`config.mk`:
```
export PLATFORM = sky130hd
export DESIGN_NAME = psr_regs
export DESIGN_NICKNAME = d
export VERILOG_FILES = /design/src/design/psr_pkg.sv /design/src/design/psr_regs.sv
export SDC_FILE = /design/constraint.sdc
export NUM_CORES = 1
export LEC_CHECK = 0
export BUFFER_PORTS_ARGS = -buffer_cell sky130_fd_sc_hd__buf_2
export CAP_MARGIN = 30
export CORE_MARGIN = 2
export CORE_UTILIZATION = 34
export CTS_CLUSTER_SIZE = 30
export DETAILED_ROUTE_END_ITERATION = 12
export MAX_ROUTING_LAYER = met4
export SYNTH_ARGS = -nofsm -noshare
export SYNTH_HDL_FRONTEND = slang
export SYNTH_SLANG_ARGS = --single-unit
```
`constraint.sdc`:
```
create_clock -name clk_sys_i -period 0.99 [get_ports clk_sys_i]
set_input_delay 0.1485 -clock clk_sys_i [delete_from_list [all_inputs] [get_ports clk_sys_i]]
set_output_delay 0.1485 -clock clk_sys_i [all_outputs]
set_load 0.02 [all_outputs]
```
`src/design/psr_pkg.sv`:
```
// package: register map, field positions and reset values of the transceiver register set
package psr_pkg;
   localparam logic [4:0] PSR_ADDR_STATUS = 5'h01;
   localparam logic [4:0] PSR_ADDR_ID_HIGH = 5'h02;
   localparam logic [4:0] PSR_ADDR_ID_LOW = 5'h03;
   localparam logic [4:0] PSR_ADDR_ADVERT = 5'h04;
   // status bit positions
   localparam int PSR_ST_T4 = 15;
   localparam int PSR_ST_CAP_LO = 11;
   localparam int PSR_ST_CAP_HI = 14;
   localparam int PSR_ST_PREAMBLE = 6;
   localparam int PSR_ST_AN_DONE = 5;
   localparam int PSR_ST_FAULT = 4;
   localparam int PSR_ST_AN_ABLE = 3;
   localparam int PSR_ST_LINK = 2;
   localparam int PSR_ST_JABBER = 1;
   localparam int PSR_ST_EXT = 0;
   // advertisement bit positions
   localparam int PSR_AD_NEXT_PAGE = 15;
   localparam int PSR_AD_ACK = 14;
   localparam int PSR_AD_FAULT = 13;
   localparam int PSR_AD_PAUSE = 10;
   localparam int PSR_AD_T4 = 9;
   localparam int PSR_AD_ABIL_LO = 5;
   localparam int PSR_AD_ABIL_HI = 8;
   localparam int PSR_AD_SEL_HI = 4;
   // reset values
   localparam logic [3:0] PSR_ABIL_RESET = 4'hF;
   localparam logic [4:0] PSR_SEL_RESET = 5'h01;
   // identity values, arbitrary
   localparam logic [15:0] PSR_ORG_HIGH_DEF = 16'h1234;
   localparam logic [5:0] PSR_ORG_LOW_DEF = 6'h2A;
   localparam logic [5:0] PSR_MODEL_DEF = 6'h11;
   localparam logic [3:0] PSR_REV_DEF = 4'h7;
   // management access request
   typedef struct packed {
      logic rd;
      logic wr;
      logic [4:0] addr;
      logic [15:0] wdata;
   } psr_req_s;
   // live line-side conditions
   typedef struct packed {
      logic an_done;
      logic remote_fault;
      logic link_up;
      logic jabber;
      logic partner_ack;
   } psr_line_s;
endpackage : psr_pkg

```
`src/design/psr_regs.sv`:
```
// transceiver status, identifier and advertisement registers
`timescale 1ns/1ns
`default_nettype none
// What this block does
// - status bit 15 four-pair capability is fixed at 0
// - status bits 14 to 11 speed and duplex capabilities are fixed at 1
// - status bit 6 preamble suppression reads 0
// - status bit 5 reads 1 only after auto-negotiation completes
// - status bit 4 latches remote fault, cleared by read or reset
// - auto-negotiation ability bit reads 1
// - status bit 2 link status, latch-low, resets to 0
// - status bit 1 latches jabber high, resets to 0
// - status bit 0 extended capability reads 1
// - identifier high shows organisation id bits 3 to 18
// - identifier low shows org id 19-24, model and revision
// - advertisement bit 15 next page reads 0
// - advertisement bit 14 sets once partner data acknowledged
// - advertisement bit 13 writable fault flag, resets 0
// - advertisement bit 10 writable pause flag, resets 0
// - advertisement bit 9 four-pair support reads 0
// - advertisement bits 8 to 5 writable abilities, reset to 1
// - advertisement bits 4:0 writable selector, resets to 0_0001
module psr_regs #(
   parameter logic [15:0] ORG_HIGH = psr_pkg::PSR_ORG_HIGH_DEF,
   parameter logic [5:0] ORG_LOW = psr_pkg::PSR_ORG_LOW_DEF,
   parameter logic [5:0] MODEL = psr_pkg::PSR_MODEL_DEF,
   parameter logic [3:0] REVISION = psr_pkg::PSR_REV_DEF
) (
   input wire logic clk_sys_i,
   input wire logic rst_n_i,
   input wire logic ce_i,
   input wire psr_pkg::psr_req_s req_i,
   input wire psr_pkg::psr_line_s line_i,
   output logic [15:0] rdata_o,
   output logic rvalid_o,
   output logic fault_adv_o,
   output logic pause_adv_o,
   output logic [3:0] abil_adv_o,
   output logic [4:0] selector_o
);
   import psr_pkg::*;

   logic fault_lh;
   logic jabber_lh;
   logic link_ll;
   logic an_done;
   logic ack;
   logic [15:0] status_v;
   logic [15:0] advert_v;
   logic [15:0] next_rdata;
   logic rd_status;

   // the indirect pair serialises bytes low first; here a word arrives whole
   assign rd_status = req_i.rd && (req_i.addr == PSR_ADDR_STATUS);

   // latch-high: set wins over clear-on-read
   always_ff @(posedge clk_sys_i) begin
      if (!rst_n_i) begin
         fault_lh <= 1'b0;
         jabber_lh <= 1'b0;
      end else if (ce_i) begin
         fault_lh <= line_i.remote_fault | (fault_lh & ~rd_status);
         jabber_lh <= line_i.jabber | (jabber_lh & ~rd_status);
      end
   end

   // latch-low: a drop wins over the read that would restore it
   always_ff @(posedge clk_sys_i) begin
      if (!rst_n_i) begin
         link_ll <= 1'b0;
      end else if (ce_i) begin
         if (!line_i.link_up) begin
            link_ll <= 1'b0;
         end else if (rd_status) begin
            link_ll <= 1'b1;
         end
      end
   end

   // completion and acknowledge tracking
   always_ff @(posedge clk_sys_i) begin
      if (!rst_n_i) begin
         an_done <= 1'b0;
         ack <= 1'b0;
      end else if (ce_i) begin
         an_done <= line_i.an_done;
         ack <= line_i.partner_ack;
      end
   end

   // writable advertisement fields; other bits ignore writes
   always_ff @(posedge clk_sys_i) begin
      if (!rst_n_i) begin
         fault_adv_o <= 1'b0;
         pause_adv_o <= 1'b0;
         abil_adv_o <= PSR_ABIL_RESET;
         selector_o <= PSR_SEL_RESET;
      end else if (ce_i && req_i.wr && req_i.addr == PSR_ADDR_ADVERT) begin
         fault_adv_o <= req_i.wdata[PSR_AD_FAULT];
         pause_adv_o <= req_i.wdata[PSR_AD_PAUSE];
         abil_adv_o <= req_i.wdata[PSR_AD_ABIL_HI:PSR_AD_ABIL_LO];
         selector_o <= req_i.wdata[PSR_AD_SEL_HI:0];
      end
   end

   // read word assembly
   always_comb begin
      status_v = 16'h0000;
      status_v[PSR_ST_T4] = 1'b0;
      status_v[PSR_ST_CAP_HI:PSR_ST_CAP_LO] = 4'hF;
      status_v[PSR_ST_PREAMBLE] = 1'b0;
      status_v[PSR_ST_AN_DONE] = an_done;
      status_v[PSR_ST_FAULT] = fault_lh;
      status_v[PSR_ST_AN_ABLE] = 1'b1;
      status_v[PSR_ST_LINK] = link_ll;
      status_v[PSR_ST_JABBER] = jabber_lh;
      status_v[PSR_ST_EXT] = 1'b1;
      advert_v = 16'h0000;
      advert_v[PSR_AD_NEXT_PAGE] = 1'b0;
      advert_v[PSR_AD_ACK] = ack;
      advert_v[PSR_AD_FAULT] = fault_adv_o;
      advert_v[PSR_AD_PAUSE] = pause_adv_o;
      advert_v[PSR_AD_T4] = 1'b0;
      advert_v[PSR_AD_ABIL_HI:PSR_AD_ABIL_LO] = abil_adv_o;
      advert_v[PSR_AD_SEL_HI:0] = selector_o;
      unique case (req_i.addr)
         PSR_ADDR_STATUS: next_rdata = status_v;
         PSR_ADDR_ID_HIGH: next_rdata = ORG_HIGH;
         PSR_ADDR_ID_LOW: next_rdata = {ORG_LOW, MODEL, REVISION};
         PSR_ADDR_ADVERT: next_rdata = advert_v;
         default: next_rdata = 16'h0000;
      endcase
   end

   // read data register, one cycle after the read strobe
   always_ff @(posedge clk_sys_i) begin
      if (!rst_n_i) begin
         rdata_o <= 16'h0000;
         rvalid_o <= 1'b0;
      end else if (ce_i) begin
         rvalid_o <= req_i.rd;
         if (req_i.rd) begin
            rdata_o <= next_rdata;
         end
      end
   end

   // assertions
   property p_fixed_status;
      @(posedge clk_sys_i) disable iff (!rst_n_i)
      (ce_i && rd_status) |=> (rdata_o[15:11] == 5'h0F && rdata_o[6] == 1'b0 && rdata_o[3] && rdata_o[0]);
   endproperty
   a_fixed_status: assert property (p_fixed_status) else $error("fixed status bits wrong");
   property p_cap_bits;
      @(posedge clk_sys_i) disable iff (!rst_n_i)
      (ce_i && rd_status) |=> (rdata_o[14:11] == 4'hF);
   endproperty
   a_cap_bits: assert property (p_cap_bits) else $error("capability bits not set");
   property p_fault_hold;
      @(posedge clk_sys_i) disable iff (!rst_n_i)
      (ce_i && line_i.remote_fault) ##1 (ce_i && !rd_status && !line_i.remote_fault) |=> fault_lh;
   endproperty
   a_fault_hold: assert property (p_fault_hold) else $error("remote fault lost before read");
   property p_fault_clear;
      @(posedge clk_sys_i) disable iff (!rst_n_i)
      (ce_i && rd_status && !line_i.remote_fault) |=> !fault_lh;
   endproperty
   a_fault_clear: assert property (p_fault_clear) else $error("remote fault not cleared by read");
   property p_jabber_latch;
      @(posedge clk_sys_i) disable iff (!rst_n_i)
      (ce_i && line_i.jabber) |=> jabber_lh;
   endproperty
   a_jabber_latch: assert property (p_jabber_latch) else $error("jabber not latched");
   property p_link_low;
      @(posedge clk_sys_i) disable iff (!rst_n_i)
      (ce_i && !line_i.link_up) ##1 (ce_i && rd_status) |=> (rdata_o[PSR_ST_LINK] == 1'b0);
   endproperty
   a_link_low: assert property (p_link_low) else $error("link drop not reported");
   property p_id_low;
      @(posedge clk_sys_i) disable iff (!rst_n_i)
      (ce_i && req_i.rd && req_i.addr == PSR_ADDR_ID_LOW) |=> (rdata_o == {ORG_LOW, MODEL, REVISION});
   endproperty
   a_id_low: assert property (p_id_low) else $error("identifier low wrong");
   property p_adv_fixed;
      @(posedge clk_sys_i) disable iff (!rst_n_i)
      (ce_i && req_i.rd && req_i.addr == PSR_ADDR_ADVERT) |=> (!rdata_o[15] && !rdata_o[9] && rdata_o[12:11] == 2'h0);
   endproperty
   a_adv_fixed: assert property (p_adv_fixed) else $error("advertisement fixed bits wrong");
   property p_adv_write;
      @(posedge clk_sys_i) disable iff (!rst_n_i)
      (ce_i && req_i.wr && req_i.addr == PSR_ADDR_ADVERT) |=>
         (selector_o == $past(req_i.wdata[4:0]) && abil_adv_o == $past(req_i.wdata[8:5]));
   endproperty
   a_adv_write: assert property (p_adv_write) else $error("advertisement write lost");
   property p_status_nowrite;
      @(posedge clk_sys_i) disable iff (!rst_n_i)
      (ce_i && req_i.wr && req_i.addr != PSR_ADDR_ADVERT) |=> $stable(selector_o) && $stable(abil_adv_o);
   endproperty
   a_status_nowrite: assert property (p_status_nowrite) else $error("stray write took effect");
   property p_t4_zero;
      @(posedge clk_sys_i) disable iff (!rst_n_i)
      (ce_i && rd_status) |=> !rdata_o[PSR_ST_T4];
   endproperty
   a_t4_zero: assert property (p_t4_zero) else $error("four-pair capability bit set");
   property p_preamble;
      @(posedge clk_sys_i) disable iff (!rst_n_i)
      (ce_i && rd_status) |=> !rdata_o[PSR_ST_PREAMBLE];
   endproperty
   a_preamble: assert property (p_preamble) else $error("preamble suppression bit set");
   property p_an_done;
      @(posedge clk_sys_i) disable iff (!rst_n_i)
      ce_i ##1 (ce_i && rd_status) |=> (rdata_o[PSR_ST_AN_DONE] == $past(line_i.an_done, 2));
   endproperty
   a_an_done: assert property (p_an_done) else $error("autoneg completion bit wrong");
   property p_an_able;
      @(posedge clk_sys_i) disable iff (!rst_n_i)
      (ce_i && rd_status) |=> rdata_o[PSR_ST_AN_ABLE];
   endproperty
   a_an_able: assert property (p_an_able) else $error("autoneg ability bit clear");
   property p_ext_cap;
      @(posedge clk_sys_i) disable iff (!rst_n_i)
      (ce_i && rd_status) |=> rdata_o[PSR_ST_EXT];
   endproperty
   a_ext_cap: assert property (p_ext_cap) else $error("extended capability bit clear");
   property p_fault_set;
      @(posedge clk_sys_i) disable iff (!rst_n_i)
      (ce_i && line_i.remote_fault) |=> fault_lh;
   endproperty
   a_fault_set: assert property (p_fault_set) else $error("remote fault not latched");
   property p_jabber_hold;
      @(posedge clk_sys_i) disable iff (!rst_n_i)
      (jabber_lh && !(ce_i && rd_status)) |=> jabber_lh;
   endproperty
   a_jabber_hold: assert property (p_jabber_hold) else $error("jabber lost before read");
   property p_jabber_clear;
      @(posedge clk_sys_i) disable iff (!rst_n_i)
      (ce_i && rd_status && !line_i.jabber) |=> !jabber_lh;
   endproperty
   a_jabber_clear: assert property (p_jabber_clear) else $error("jabber not cleared by read");
   property p_link_drop;
      @(posedge clk_sys_i) disable iff (!rst_n_i)
      (ce_i && !line_i.link_up) |=> !link_ll;
   endproperty
   a_link_drop: assert property (p_link_drop) else $error("link drop not latched");
   property p_link_restore;
      @(posedge clk_sys_i) disable iff (!rst_n_i)
      (ce_i && rd_status && line_i.link_up) |=> link_ll;
   endproperty
   a_link_restore: assert property (p_link_restore) else $error("link not restored by read");
   property p_id_high;
      @(posedge clk_sys_i) disable iff (!rst_n_i)
      (ce_i && req_i.rd && req_i.addr == PSR_ADDR_ID_HIGH) |=> (rdata_o == ORG_HIGH);
   endproperty
   a_id_high: assert property (p_id_high) else $error("identifier high wrong");
   property p_ack;
      @(posedge clk_sys_i) disable iff (!rst_n_i)
      ce_i ##1 (ce_i && req_i.rd && req_i.addr == PSR_ADDR_ADVERT) |=> (rdata_o[PSR_AD_ACK] == $past(line_i.partner_ack, 2));
   endproperty
   a_ack: assert property (p_ack) else $error("acknowledge bit wrong");
   property p_fault_adv;
      @(posedge clk_sys_i) disable iff (!rst_n_i)
      (ce_i && req_i.wr && req_i.addr == PSR_ADDR_ADVERT) |=> (fault_adv_o == $past(req_i.wdata[PSR_AD_FAULT]));
   endproperty
   a_fault_adv: assert property (p_fault_adv) else $error("fault advertisement write lost");
   property p_pause_adv;
      @(posedge clk_sys_i) disable iff (!rst_n_i)
      (ce_i && req_i.wr && req_i.addr == PSR_ADDR_ADVERT) |=> (pause_adv_o == $past(req_i.wdata[PSR_AD_PAUSE]));
   endproperty
   a_pause_adv: assert property (p_pause_adv) else $error("pause advertisement write lost");
   property p_adv_t4;
      @(posedge clk_sys_i) disable iff (!rst_n_i)
      (ce_i && req_i.rd && req_i.addr == PSR_ADDR_ADVERT) |=> !rdata_o[PSR_AD_T4];
   endproperty
   a_adv_t4: assert property (p_adv_t4) else $error("four-pair support advertised");
   property p_reset_values;
      @(posedge clk_sys_i) disable iff (!rst_n_i)
      $rose(rst_n_i) |-> (!fault_adv_o && !pause_adv_o && abil_adv_o == PSR_ABIL_RESET && selector_o == PSR_SEL_RESET);
   endproperty
   a_reset_values: assert property (p_reset_values) else $error("advertisement reset values wrong");
   property p_flags_hold;
      @(posedge clk_sys_i) disable iff (!rst_n_i)
      !(ce_i && req_i.wr && req_i.addr == PSR_ADDR_ADVERT) |=>
         ($stable(fault_adv_o) && $stable(pause_adv_o) && $stable(abil_adv_o) && $stable(selector_o));
   endproperty
   a_flags_hold: assert property (p_flags_hold) else $error("advertisement changed without write");
   property p_freeze;
      @(posedge clk_sys_i) disable iff (!rst_n_i)
      !ce_i |=>
         ($stable(rdata_o) && $stable(rvalid_o) && $stable(fault_lh) && $stable(jabber_lh) && $stable(link_ll));
   endproperty
   a_freeze: assert property (p_freeze) else $error("state moved while frozen");
   c_fault_read: cover property (@(posedge clk_sys_i) disable iff (!rst_n_i) fault_lh ##1 rd_status);
   c_link_restore: cover property (@(posedge clk_sys_i) disable iff (!rst_n_i) !link_ll ##1 rd_status ##1 link_ll);
   c_adv_write: cover property (@(posedge clk_sys_i) disable iff (!rst_n_i) req_i.wr && req_i.addr == PSR_ADDR_ADVERT);
   c_link_drop_read: cover property (@(posedge clk_sys_i) disable iff (!rst_n_i) !line_i.link_up ##1 rd_status);
   c_frozen_read: cover property (@(posedge clk_sys_i) disable iff (!rst_n_i) !ce_i && req_i.rd);
endmodule : psr_regs
`default_nettype wire

```
[Word-level counts from Yosys, hierarchy flattened]
Cells that the tools add are included.
Storage, ports and cells
  register bits: 33
  latch bits: 0
  RAM bits: 0
  ROM bits: 0
  logic and storage cells: 29
  memories kept: 0
Operators by class
  add/subtract/negate cells: 0
  multipliers: 0
  divide/modulo/power cells: 0
  order comparisons: 0
  eq/ne operators: 5
  shifts and indexed selects: 0
  mux-type cells: 3
  bitwise logic cells: 5
  reductions and logical operators: 5
Operators by type and width (number)
  $pmux W16 S4: 1
  $eq A5 B2 Y1 const B: 2
  $eq A5 B1 Y1 const B: 1
  $eq A5 B3 Y1 const B: 1
  $reduce_and A2 Y1: 2
  $logic_and A1 B1 Y1: 3
  $and A1 B1 Y1: 2
  $mux W1: 2
  $ne A2 B1 Y1 const B: 1
  $or A1 B1 Y1: 2
  $not A1 Y1: 1

[Logic depth before layout (Yosys ltp)]
  depth after elaboration: 5
  depth in mapped cells: 6
  depth with buffers taken out: 3

[Worst setup path after synthesis]
No wires, ideal clock.
  path type: input to register
  start: input ce_i
  end: register link_ll
  library setup time: 0.119 ns
  data arrival time: 0.954 ns
  required time: 0.871 ns
  setup slack: -0.083 ns
  stages: 5
  path through: buf_2 -> and2_1 -> buf_2 -> and3_1 -> o221a_1
On the way
  word-level cells in the longest chain between the ends: 1
RTL lines
  start, declared: line psr_regs.sv:31  | input wire logic ce_i,
  $reduce_and A2 Y1 (no source line)
  end signal, assigned: line psr_regs.sv:70  | link_ll <= 1'b0;
  end signal, assigned: line psr_regs.sv:73  | link_ll <= 1'b0;
  end signal, assigned: line psr_regs.sv:75  | link_ll <= 1'b1;
  end, declared: line psr_regs.sv:45  | logic link_ll;
No other way between the ends.
A chain may end at the register's enable or synchronous reset.

[Worst setup path in the final report]
  start: register selector_o[1]
  end: output selector_o[1]
RTL lines
  start, declared: line psr_regs.sv:39  | output logic [4:0] selector_o
  start signal, assigned: line psr_regs.sv:102  | selector_o <= req_i.wdata[PSR_AD_SEL_HI:0];
No word-level cell between the ends.

==> reports/qor.csv <==
stage,metric,value,unit
yosys,Mapped Area,1470,sq um
power,Peak VDD IR,0.7740,mV
grt,vias in the first global route,1306,
placed_design,Placement Setup Slack,-0.1918,ns
layout,Largest Register,rdata_o,
yosys,"Seq/Total Area, Yosys",44.94,%
setup_path,Buffers & Inverters on Critical Path,1,
yosys,fraction of registers with async set/reset,0,%
layout,largest registers,"rdata_o (16), selector_o (5), abil_adv_o (4)",
sta,Tmin final,0.9482,ns
sta,Final Hold Viols,0,
clock_network,post-CTS setup buffers,0,
clock_network,Worst-path clk slew,0.07,ns
yosys,Cells after Synth,162,
flow_run,max_cap viols,0,
setup_path,"delay-heaviest family, CP",flip-flops,
yosys,share of the synthesized area in the top cell type,44.94,%
setup_path,crit path max fanout,3,
grt,grt met2 use,25.53,%
yosys,multiplexer share of the synthesized area,8.851,%
clock_network,root buffer cell,clkbuf_8,
min_path,worst hold path type,primary input to flip-flop,
setup_path,CP arrival,0.80,ns
power,leakage power figure,0.9016,nW
clock_network,CTS tree,done,
layout,footprint of the multi-input gates,759.5,sq um
layout,"commonest non-fill, non-tap cell in the layout",buf_2,
layout,fin cells,290,
yosys,"EDFF count, synth",0,
detailed_routing,Antenna Nets Post-Route,0,
detailed_routing,Pre-antenna DRT Iters,4,
yosys,post-synthesis compound-gate area fraction,16.34,%
power,PnR Total Power,2.690,mW
detailed_routing,DR vias,1394,
setup_path,Worst EP required,0.84,ns
layout,nets@finish,270,
yosys,Mapped Avg Cell Area,9.075,sq um
clock_network,TritonCTS Buffers,5,
layout,number of filler cells placed in the layout,404,
floorplanning,Die Ht,69.76,um
placed_design,I/O Buffers,53,
grt,aggregate global routing overflow,0,
detailed_routing,DRT iter0 DRCs,98,
clock_network,depth of the CTS H-tree,2,
grt,total global-route track usage,16.23,%
grt,GR met3 Demand/Resource,4.506,%
floorplanning,Die Wd,69.76,um
yosys,"top cells by area, synth","dfxtp_1 45%, mux2i_1 8.9%, nor2b_1 6.4%",
yosys,Yosys top cell by area,dfxtp_1,
detailed_routing,Via density,4.807,
layout,Layout area overhead,42.38,%
placed_design,Placer Congestion,0.8006,
setup_path,worst stage delay on the critical path,0.36,ns
placed_design,post-detail-place hpwl,2.789,mm
sta,Slew headroom,80.76,%
yosys,"FF+latch count, synth",33,
clock_network,CTS Sinks,33,
grt,met1 Track Usage GR,20.00,%
floorplanning,Row Count,23,
layout,most frequent cells in the layout,"42 x buf_2, 41 x buf_4, 28 x dfxtp_1, 23 x nand2_1, 15 x nor2b_1",
placed_design,Inst Count DP,282,
yosys,simple-gate area share of the yosys netlist,24.77,%
yosys,Main synth FF type,dfxtp_1,
sta,Final WS setup,0.04181,ns
sta,final hold slack,0.1024,ns
floorplanning,core area,4086,sq um
detailed_routing,Avg WL per Cell,12.56,um
sta,setup violators final,0,
setup_path,Slowest cell on crit path,dfxtp_1,
outcome,status,"complete, no violations",
floorplanning,Die ar.,4866,sq um
layout,Antenna Cells,0,
sta,Final Max Tran Viols,0,
floorplanning,Top Ports,59,
clock_network,Max Buffers Root-to-Sink,2,
sta,clock skew,0.004108,ns
grt,largest net degree at the start of global routing,16,
layout,Reg area,666.9,sq um
clock_network,# hold bufs at CTS,0,
yosys,post-synthesis adder-cell area fraction,0,%
yosys,syn_nets,193,
sta,worst-margin pin slew,0.2880,ns
grt,GR peak layer,met2,
grt,initial antenna violation count,0,
yosys,Synth Area in XOR/XNOR,0.5957,%
yosys,largest family of logic cells by synthesized area,simple AND/OR/NAND/NOR gates,
sta,RSZ-0062 raised after global routing,no,
power,PwrDens,1285,nW/um^2
setup_path,kind of critical path,flip-flop to output pin,
floorplanning,Initial Util,35.98,%
detailed_routing,DRC viols,0,
layout,share of cells above drive strength 1,42.08,%
yosys,Synth cell types,35,
sta,fmax,1055,MHz
detailed_routing,total routed wirelength,3.641,mm
setup_path,Setup crit end kind,output pin,
setup_path,type of origin of the critical path,flip-flop,
setup_path,crit path cell chain,buf_4,
sta,fin crit share,95.78,%
layout,max reg flops,16,
yosys,synth warn,0,
grt,first-pass GRT wire length,6.120,mm
clock_network,clk_lat worst skew,0.28,ns
## where the power goes
group	internal, mW	leakage (nW)	switching, mW
Sequential	1.36	0.269	0.0147
Combinational	0.181	0.587	0.179
Clock	0.486	0.0450	0.473
Total	2.02	0.902	0.667
## final timing paths
path                       from            end  slack [ns]  cells past startpoint
setup / recovery  selector_o[1]  selector_o[1]        0.04                      1
setup reg to reg  selector_o[3]     rdata_o[3]        0.06                      3
hold reg to reg        fault_lh       fault_lh        0.45                      2
hold / removal         req_i[4]  selector_o[4]        0.10                      3
## logic make-up after synthesis
family	count (synthesis)
multiplexers	13
XOR/XNOR	1
AO/OA/AOI/OAI	37
AND/OR/NAND/NOR	64
flip-flops	33
buffers and inverters	14
## timing repair
| action | in CTS | in global routing |
|---|---|---|
| resized for setup | 1 | 15 |
| endpoints found under the setup margin | 1 | 12 |
| cloned | 0 | 0 |
| endpoints found under the hold margin | 0 | 0 |
## cell usage after synthesis, drive strengths merged, types with 2 or more instances
cell type	n
dfxtp	33
nand2	23
nor2b	15
mux2i	13
o21ai	12
nand3	10
a21boi	7
buf	7
clkbuf	6
a21oi	5
a31oi	4
nand4	4
nor3b	4
a22oi	2
## metal layers
metal,wire (um),vias up
li1,-,731
met2,1738,31
met5,0,-
met1,1697,627
met4,48,0
met3,155,5
## final cells by class
cell class              count  share of cell area, %
clock buffers               6                  3.467
flip-flops and latches     33                  31.86
multi-input cells         115                  36.28
well taps                  50                  2.989
repair buffers             83                  24.75
inverters                   1                 0.1793
clock inverters             2                 0.4782
## worst reg2reg max path, cell delays in order (launching register included)
cell and delay, ns:
dfxtp_2 0.35, nor3b_1 0.28, a22oi_1 0.12, o21ai_1 0.12
## stage by stage
stage / area (sq um) / TNS, ns / utilization [%]
floorplan: 1501 / -0.3910 / -
global placement: 1977 / -3.547 / 48.38
detailed placement: 1977 / -3.814 / 48.38
CTS: 2061 / 0 / 50.43
global route: 2093 / 0 / 51.22
finish: 2093 / 0 / 51.22
Power figures use the tool's default switching activity.
